==> config.mk <==
export PLATFORM = sky130hd
export DESIGN_NAME = alu_status_and_pointer_mode
export DESIGN_NICKNAME = d
export VERILOG_FILES = /design/src/core/alu_status_pkg.sv /design/src/core/alu_status_and_pointer_mode.sv /design/src/core/apb_reg_port.sv /design/src/core/pointer_step_unit.sv
export VERILOG_INCLUDE_DIRS = /design/src /design/src/core
export SDC_FILE = /design/constraint.sdc
export NUM_CORES = 1
export LEC_CHECK = 0
export BUFFER_PORTS_ARGS = -buffer_cell sky130_fd_sc_hd__clkbuf_2
export CAP_MARGIN = 10
export CORE_UTILIZATION = 50
export CTS_BUF_LIST = sky130_fd_sc_hd__clkbuf_2
export DETAILED_ROUTE_END_ITERATION = 10
export PLACE_DENSITY = 0.87
export SETUP_SLACK_MARGIN = 0.3
export SYNTH_ARGS = -nofsm -noshare
export SYNTH_HDL_FRONTEND = slang
export SYNTH_HIERARCHICAL = 1
export SYNTH_SLANG_ARGS = --single-unit
==> constraint.sdc <==
create_clock -name clk -period 3.1 [get_ports clk]
set_input_delay 0.62 -clock clk [delete_from_list [all_inputs] [get_ports clk]]
set_output_delay 0.62 -clock clk [all_outputs]
set_load 0.01 [all_outputs]
==> src/core/alu_status_defines.svh <==
// offsets, field positions and reset value of the alu status register block
// assumes byte addressing on a 32-bit apb, one register per aligned word
`ifndef ALU_STATUS_DEFINES_SVH
`define ALU_STATUS_DEFINES_SVH

// =====================================================================
// register offsets (byte addresses)
`define STA_OFFSET      12'h004
`define RESULT_OFFSET   12'h008

// =====================================================================
// field positions of the status register
`define PTR1_MODE_HI    7
`define PTR1_MODE_LO    6
`define PTR0_MODE_HI    5
`define PTR0_MODE_LO    4
`define OV_BIT          3
`define Z_BIT           2
`define DC_BIT          1
`define C_BIT           0

// =====================================================================
// reset value and step-mode encodings
`define STA_RESET       8'hF0
`define MODE_DEC        2'h0
`define MODE_INC        2'h1

`endif

==> src/core/alu_status_pkg.sv <==
// types shared by the alu status block and its helpers
// assumes nothing of its surroundings
package alu_status_pkg;

    // =================================================================
    // operations of the 8-bit datapath
    typedef enum logic [3:0] {
        OP_MOV  = 4'h0,
        OP_ADD  = 4'h1,
        OP_ADDC = 4'h2,
        OP_SUB  = 4'h3,
        OP_SUBB = 4'h4,
        OP_INC  = 4'h5,
        OP_DEC  = 4'h6,
        OP_AND  = 4'h7,
        OP_IOR  = 4'h8,
        OP_XOR  = 4'h9,
        OP_COMP = 4'hA,
        OP_RLC  = 4'hB,
        OP_RRC  = 4'hC,
        OP_CLR  = 4'hD
    } alu_op_t;

    // =================================================================
    // carriers
    typedef struct packed {
        alu_op_t    op;
        logic [7:0] a;
        logic [7:0] b;
        logic       to_status;
    } alu_req_t;

    typedef struct packed {
        logic [7:0] res;
        logic       c;
        logic       dc;
        logic       ov;
    } sum_t;

    typedef struct packed {
        logic inc;
        logic dec;
    } step_t;

endpackage : alu_status_pkg

==> src/core/alu_status_and_pointer_mode.sv <==
// alu status flags and indirect-pointer step modes, reachable over apb
// assumes a core that issues one operation per op_valid pulse
// and raises ptrN_access once per indirect access
//
// Notes on behaviour
// - bits 7-6: pointer one decrements on 00, increments on 01, holds on 1x.
// - bits 5-4: pointer zero decrements on 00, increments on 01, holds on 1x.
// - bit 3 set when a signed arithmetic result overflows seven-bit magnitude, else cleared.
// - bit 2 set when an arithmetic or logic result is zero.
// - bit 1 takes the carry out of bit 3 on additions.
// - bit 0 takes the carry out of bit 7 on additions.
// - subtraction adds the two's complement of the second operand.
// - rotate through carry loads carry with the bit shifted out.
// - op writing this register cannot overwrite the flags it computes.
// - overflow set when the signed result leaves -128..+127.
`timescale 1ns/1ps
`default_nettype none
`include "alu_status_defines.svh"

module alu_status_and_pointer_mode #(
    parameter int ADDR_W = 12
) (
    input  wire logic                    clk,
    input  wire logic                    reset,
    // apb slave
    input  wire logic                    psel,
    input  wire logic                    penable,
    input  wire logic                    pwrite,
    input  wire logic [ADDR_W-1:0]       paddr,
    input  wire logic [31:0]             pwdata,
    output logic [31:0]                  prdata,
    output logic                         pready,
    output logic                         pslverr,
    // datapath requests
    input  wire logic                    op_valid,
    input  wire alu_status_pkg::alu_req_t op_req,
    output logic [7:0]                   result_q,
    output logic                         result_valid_q,
    // indirect pointers
    input  wire logic                    ptr0_access,
    input  wire logic                    ptr1_access,
    output alu_status_pkg::step_t        ptr0_step_q,
    output alu_status_pkg::step_t        ptr1_step_q
);

    // =================================================================
    // elaboration checks
    if (ADDR_W < 4) begin : g_addr_check
        $error("ADDR_W too narrow for the register map");
    end
    // flag merging below assumes the four flags fill bits 3..0
    if (`OV_BIT != 3 || `C_BIT != 0) begin : g_flag_check
        $error("flag fields do not fill bits 3..0");
    end
    // reset must leave the upper bit of both step-mode fields set
    if ((`STA_RESET & 8'hA0) != 8'hA0) begin : g_reset_check
        $error("reset value does not hold both pointers");
    end

    // =================================================================
    // helpers
    function automatic alu_status_pkg::sum_t add8(
        input logic [7:0] x,
        input logic [7:0] y,
        input logic       cin
    );
        logic [4:0]           lo;
        logic [8:0]           full;
        alu_status_pkg::sum_t s;
        lo     = {1'h0, x[3:0]} + {1'h0, y[3:0]} + {4'h0, cin};
        full   = {1'h0, x} + {1'h0, y} + {8'h00, cin};
        s.res  = full[7:0];
        s.c    = full[8];
        s.dc   = lo[4];
        // same-sign operands giving other-sign result leave -128..+127
        s.ov   = (x[7] == y[7]) && (full[7] != x[7]);
        return s;
    endfunction : add8

    // affected flags take computed values, the rest keep the base
    function automatic logic [3:0] merge_flags(
        input logic [3:0] mask,
        input logic [3:0] computed,
        input logic [3:0] base
    );
        return (mask & computed) | (~mask & base);
    endfunction : merge_flags

    // =================================================================
    // register state
    logic [7:0]           sta_q;
    logic [7:0]           sta_d;
    logic                 op_fire;
    logic                 wr_sta;
    logic                 rd_sta;
    logic                 rd_res;

    assign op_fire = op_valid;

    // =================================================================
    // apb front
    apb_reg_port #(
        .ADDR_W (ADDR_W)
    ) u_port (
        .psel    (psel),
        .penable (penable),
        .pwrite  (pwrite),
        .paddr   (paddr),
        .pready  (pready),
        .pslverr (pslverr),
        .wr_sta  (wr_sta),
        .rd_sta  (rd_sta),
        .rd_res  (rd_res)
    );

    // unmapped and refused reads return zero
    // plain mux: every source is already a flop, so no read-side register
    always_comb begin
        prdata = 32'h0000_0000;
        if (rd_sta) begin
            prdata = {24'h00_0000, sta_q};
        end else if (rd_res) begin
            prdata = {24'h00_0000, result_q};
        end
    end

    // =================================================================
    // datapath
    logic [7:0]           res;
    logic [3:0]           aff;
    logic [3:0]           newf;
    logic                 is_add;
    logic [7:0]           ax;
    logic [7:0]           ay;
    logic                 acin;
    alu_status_pkg::sum_t sum;

    // one adder serves every arithmetic op; logic ops and rotates bypass it
    // operand choice for the single adder
    always_comb begin
        is_add = 1'h1;
        ax     = op_req.a;
        ay     = op_req.b;
        acin   = 1'h0;
        case (op_req.op)
            alu_status_pkg::OP_ADD: begin
                acin = 1'h0;
            end
            alu_status_pkg::OP_ADDC: begin
                acin = sta_q[`C_BIT];
            end
            // a - b done as a + ~b + 1; carry out is then no-borrow
            alu_status_pkg::OP_SUB: begin
                ay   = ~op_req.b;
                acin = 1'h1;
            end
            alu_status_pkg::OP_SUBB: begin
                ay   = ~op_req.b;
                acin = sta_q[`C_BIT];
            end
            alu_status_pkg::OP_INC: begin
                ay   = 8'h01;
            end
            alu_status_pkg::OP_DEC: begin
                ay   = ~8'h01;
                acin = 1'h1;
            end
            default: begin
                is_add = 1'h0;
            end
        endcase
    end

    assign sum = add8(ax, ay, acin);

    // result and flag mask; newf is {ov, z, dc, c}
    always_comb begin
        res  = op_req.a;
        aff  = 4'h0;
        newf = sta_q[3:0];
        if (is_add) begin
            res  = sum.res;
            aff  = 4'hF;
            newf = {sum.ov, sum.res == 8'h00, sum.dc, sum.c};
        end else begin
            case (op_req.op)
                alu_status_pkg::OP_AND: begin
                    res = op_req.a & op_req.b;
                end
                alu_status_pkg::OP_IOR: begin
                    res = op_req.a | op_req.b;
                end
                alu_status_pkg::OP_XOR: begin
                    res = op_req.a ^ op_req.b;
                end
                alu_status_pkg::OP_COMP: begin
                    res = ~op_req.a;
                end
                alu_status_pkg::OP_CLR: begin
                    res = 8'h00;
                end
                alu_status_pkg::OP_RLC: begin
                    res = {op_req.a[6:0], sta_q[`C_BIT]};
                end
                alu_status_pkg::OP_RRC: begin
                    res = {sta_q[`C_BIT], op_req.a[7:1]};
                end
                default: begin
                    res = op_req.a;
                end
            endcase
            case (op_req.op)
                alu_status_pkg::OP_AND,
                alu_status_pkg::OP_IOR,
                alu_status_pkg::OP_XOR,
                alu_status_pkg::OP_COMP,
                alu_status_pkg::OP_CLR: begin
                    aff[`Z_BIT]  = 1'h1;
                    newf[`Z_BIT] = res == 8'h00;
                end
                alu_status_pkg::OP_RLC: begin
                    aff[`C_BIT]  = 1'h1;
                    newf[`C_BIT] = op_req.a[7];
                end
                alu_status_pkg::OP_RRC: begin
                    aff[`C_BIT]  = 1'h1;
                    newf[`C_BIT] = op_req.a[0];
                end
                default: begin
                    aff = 4'h0;
                end
            endcase
        end
    end

    // =================================================================
    // status register next value
    // op flags win over a same-cycle apb write: hardware set beats software
    // an apb write in the same cycle as a to_status op is dropped
    always_comb begin
        sta_d = sta_q;
        if (op_fire && op_req.to_status) begin
            if (aff == 4'h0) begin
                sta_d = res;
            end else begin
                // written flag bits are blocked; mode bits take the result
                sta_d = {res[7:4], merge_flags(aff, newf, sta_q[3:0])};
            end
        end else begin
            if (wr_sta) begin
                sta_d = pwdata[7:0];
            end
            if (op_fire) begin
                sta_d[3:0] = merge_flags(aff, newf, sta_d[3:0]);
            end
        end
    end

    // flags get zero at reset only because a constant is needed
    always_ff @(posedge clk or posedge reset) begin
        if (reset) begin
            sta_q <= `STA_RESET;
        end else begin
            sta_q <= sta_d;
        end
    end

    // =================================================================
    // result register
    // result_q holds between ops, so a late bus read still sees the last one
    always_ff @(posedge clk or posedge reset) begin
        if (reset) begin
            result_q       <= 8'h00;
            result_valid_q <= 1'h0;
        end else begin
            result_valid_q <= op_fire;
            if (op_fire) begin
                result_q <= res;
            end
        end
    end

    // =================================================================
    // pointer step control
    // mode is taken as the register stands at the access edge; a write
    // landing on that same edge only applies from the next access
    pointer_step_unit u_step1 (
        .clk    (clk),
        .reset  (reset),
        .mode   (sta_q[`PTR1_MODE_HI:`PTR1_MODE_LO]),
        .access (ptr1_access),
        .step_q (ptr1_step_q)
    );

    pointer_step_unit u_step0 (
        .clk    (clk),
        .reset  (reset),
        .mode   (sta_q[`PTR0_MODE_HI:`PTR0_MODE_LO]),
        .access (ptr0_access),
        .step_q (ptr0_step_q)
    );

endmodule : alu_status_and_pointer_mode
`default_nettype wire

==> src/core/apb_reg_port.sv <==
// apb slave front: decodes the two registers and answers every transfer
// assumes a zero-wait slave; pready is held high
`timescale 1ns/1ps
`default_nettype none
`include "alu_status_defines.svh"

module apb_reg_port #(
    parameter int ADDR_W = 12
) (
    input  wire logic              psel,
    input  wire logic              penable,
    input  wire logic              pwrite,
    input  wire logic [ADDR_W-1:0] paddr,
    output logic                   pready,
    output logic                   pslverr,
    output logic                   wr_sta,
    output logic                   rd_sta,
    output logic                   rd_res
);

    logic access;
    logic hit_sta;
    logic hit_res;

    assign access  = psel & penable;
    assign hit_sta = paddr == ADDR_W'(`STA_OFFSET);
    assign hit_res = paddr == ADDR_W'(`RESULT_OFFSET);
    assign pready  = 1'h1;
    // result word is read-only: a write to it is refused with an error
    assign pslverr = access & ~(hit_sta | (hit_res & ~pwrite));
    assign wr_sta  = access & pwrite & hit_sta;
    assign rd_sta  = hit_sta & ~pwrite;
    assign rd_res  = hit_res & ~pwrite;

endmodule : apb_reg_port
`default_nettype wire

==> src/core/pointer_step_unit.sv <==
// turns a pointer step-mode field and an access pulse into step pulses
// assumes access is a one-cycle pulse from the indirect-access logic
`timescale 1ns/1ps
`default_nettype none
`include "alu_status_defines.svh"

module pointer_step_unit (
    input  wire logic                 clk,
    input  wire logic                 reset,
    input  wire logic [1:0]           mode,
    input  wire logic                 access,
    output alu_status_pkg::step_t     step_q
);

    always_ff @(posedge clk or posedge reset) begin
        if (reset) begin
            step_q <= '0;
        end else begin
            // upper mode bit set: pointer holds
            step_q.dec <= access & (mode == `MODE_DEC);
            step_q.inc <= access & (mode == `MODE_INC);
        end
    end

endmodule : pointer_step_unit
`default_nettype wire

==> run_results.csv <==
group,metric,value,unit
die,initial_core_util,52.7,%
yosys,synth_top_area_share,14.5,%
sta,min_period,3060,ps
yosys,synth_enable_flop_cells,0,
place,post_dp_cell_area,0.00351,mm²
place,hpwl,6750,µm
sta,tns,0,ps
clocking,clock_path_buffers,2,
sta,setup_violations,0,
clocking,cts_tree,"yes",
sta,hold_viol,0,
die,row_count,27,
sta,timing.hold.ws,123,ps
sta,finalClockSkew,2.75,ps
global_route,gr-usage-all-layers,27.4,%
sta,drv_slew,0,
yosys,yosysSeqAreaShare,18.1,%
clocking,clkTransAtPathRegs,190,ps
worst_setup_path,cp.required,3360,ps
route,drc,0,
global_route,antenna_found_initial,0,
layout,drive_above_1_share,33.4,%
yosys,avgSynthCellArea,7.77,µm²
die,ioPinCount,120,
yosys,ys_ff_latch,21,
worst_setup_path,worstSetupEndpointType,"flop",
power_and_ir_drop,p_switching,477,µW
power_and_ir_drop,power,1.13,mW
place,dpl.cell_count,527,
worst_setup_path,path_class,"in -> reg",
place,portBuffers,70,
sta,rsz0062_at_grt,"yes",
layout,seqCellArea,531,µm²
route,wl_per_cell,16.5,µm
die,dieArea,0.00619,mm²
sta,max_freq,326,MHz
die,die-width,78.7,µm
yosys,yosysUniqueCellTypes,66,
yosys,syn_inst,378,
worst_setup_path,cp_max_fo,3,
yosys,synth_top_family_by_area,"compound AO/OA/AOI/OAI gates",
yosys,async_flop_share,100,%
power_and_ir_drop,p_int,654,µW
clocking,cts_sinks,21,
place,gp_congestion,0.941,
layout,fillers,470,
layout,fin_util,65.9,%
power_and_ir_drop,p_seq_share,33.3,%
worst_setup_path,worstPathArrival,3330,ps
yosys,yosys.area_share.xor_xnor,1.79,%
global_route,grt_pass1_vias,2920,
yosys,synth_mux_area_share,6.43,%
sta,min_period_over_period,98.8,%
layout,finalNetCount,561,
clocking,htreeDepth,1,
clocking,cts-buffers-inserted,3,
layout,multiInputGateArea,0.00230,mm²
layout,area_growth,25.0,%
yosys,yosys.area.top_type,"dfrtp_1",
power_and_ir_drop,p_leak,1.76,nW
power_and_ir_drop,pwr-share-clk,10.2,%
sta,worstMarginPinSlew,647,ps
place,place_ws,-372,ps
global_route,grt_pass1_wl,13700,µm
power_and_ir_drop,vdd_drop_max,187,µV
yosys,synth_flop_cell,"dfrtp_1",
clocking,clock_latency,320,ps
clocking,cts-root-buf,"clkbuf_2",
yosys,ys_warn_count,6,
route,routed_wl,8780,µm
layout,insertedDiodeCount,0,
power_and_ir_drop,p_comb_share,56.6,%
sta,relSlewSlack,56.8,%
run_status,status,"complete, no violations",
power_and_ir_drop,netSwitchingFraction,42.1,%
min_path,hold_path_class,"in -> async",
worst_setup_path,crit_path_start_kind,"input port",
run,maxCapViolCount,0,
route,final_antenna_net_count,0,
sta,setup_ws,37.1,ps
die,die_h,78.7,µm
power_and_ir_drop,power_density,308,mW/mm²
yosys,syn-cell-area,0.00294,mm²
global_route,grt_max_degree,29,
yosys,synth_compound_area_share,26.7,%
route,num_vias,3267,
route,drt_first_pass_iters,6,
layout,final_area,0.00367,mm²
clocking,cts_hold_buf,0,
yosys,synth_fa_ha_area_share,11.6,%
layout,final_cells,533,
route,drt_iter0_markers,301,
route,viasPerCell,6.13,
die,core_area,0.00557,mm²
yosys,synth.top_cells.by_area,"dfrtp_1 14%, ha_1 10%, buf_4 6.9%",
global_route,grt-ovfl-total,0,
yosys,yosys.area_share.simple,22.2,%
[placed cells by master, fill, tap and decap left out, drive strengths merged, types with 6 or more instances in the layout]
cell type / netlist / final
nand2b: 6 / 6
buf: 37 / 34
a22o: 10 / 10
nand3: 6 / 6
dfrtp: 17 / 17
conb: 2 / 25
nor3: 9 / 9
nor4: 6 / 6
clkbuf: 9 / 72
ha: 24 / 24
o21ai: 29 / 29
mux2i: 11 / 11
nor2b: 7 / 7
nor2: 26 / 26
and3: 6 / 6
a21oi: 19 / 19
nand2: 30 / 30
inv: 25 / 25
mux2: 7 / 7
[cells by family after synthesis]
group	after synthesis
simple gates	119
compound gates	115
buf+inv	71
fa+ha+maj	26
flops	21
mux	18
xor+xnor	6
other cells	2
[flip-flops by register name, indices dropped and copies added (netlist names), named ones only]
signal          cells
result_q            8
sta_q               6
u_step0/step_q      2
u_step1/step_q      2
result_valid_q      1
[timing repair]
| action | 4_1_cts | 5_1_grt |
|---|---|---|
| endpoints found under the setup margin | 5 | 16 |
| buffers inserted | 1 | 1 |
| pin swaps | 8 | 12 |
| resized for setup | 6 | 19 |
[final timing paths]
path                             start                end  slack (ps)  cells after the start
max in group asynchronous        reset        result_q[4]        2320                      2
hold / removal                   reset  u_step1/step_q[1]         120                      2
setup / recovery            op_req[17]               flop          40                     13
min in group clk           ptr1_access  u_step1/step_q[1]         540                      2
setup reg to reg                  flop               flop         270                     11
hold reg to reg            result_q[5]        result_q[5]         580                      2
[per-layer routing]
layer | track usage [%] | routed length, µm | up-vias
li1 | - | - | 1507
met1 | 36.6 | 3530 | 1513
met2 | 46.9 | 4300 | 221
met3 | 4.07 | 798 | 26
met5 | 0 | 0 | -
met4 | 4.63 | 155 | 0
[power by group through the flow]
| stage | clock network [mW] | registers, mW | logic (mW) |
|---|---|---|---|
| after global placement | 0 | 0.378 | 0.563 |
| after CTS | 0.118 | 0.375 | 0.598 |
| final | 0.115 | 0.376 | 0.639 |
| after floorplan | 0 | 0.387 | 0.391 |
| after global routing | 0.128 | 0.382 | 0.691 |
| after detailed placement | 0 | 0.381 | 0.584 |
[layout make-up]
| type | instances | share of cell area [%] |
|---|---|---|
| Clock buffer | 4 | 0.545 |
| Inverter | 25 | 2.56 |
| Multi-Input combinational cell | 309 | 62.6 |
| Sequential cell | 21 | 14.5 |
| Tap cell | 72 | 2.45 |
| Timing Repair Buffer | 102 | 17.4 |
[cell usage after synthesis (7+ instances only)]
| master | count |
|---|---|
| dfrtp_1 | 17 |
| nor2b_1 | 7 |
| a21oi_1 | 19 |
| ha_1 | 24 |
| o21ai_0 | 23 |
| clkbuf_1 | 9 |
| mux2i_1 | 11 |
| buf_2 | 10 |
| mux2_2 | 7 |
| nand2_1 | 30 |
| inv_1 | 24 |
| a22o_1 | 10 |
| nor3_1 | 8 |
| buf_4 | 27 |
| nor2_1 | 26 |
[worst max-delay path, cell delays in order]
cell,delay (ps)
buf_8,100
or2_4,250
a21o_1,170
o211ai_1,90
fa_2,280
inv_2,50
fa_2,400
xor2_1,180
or4b_1,560
nor4_2,190
and3_4,260
nor3_2,40
nor3_2,130
Power figures use the tool's default switching activity.
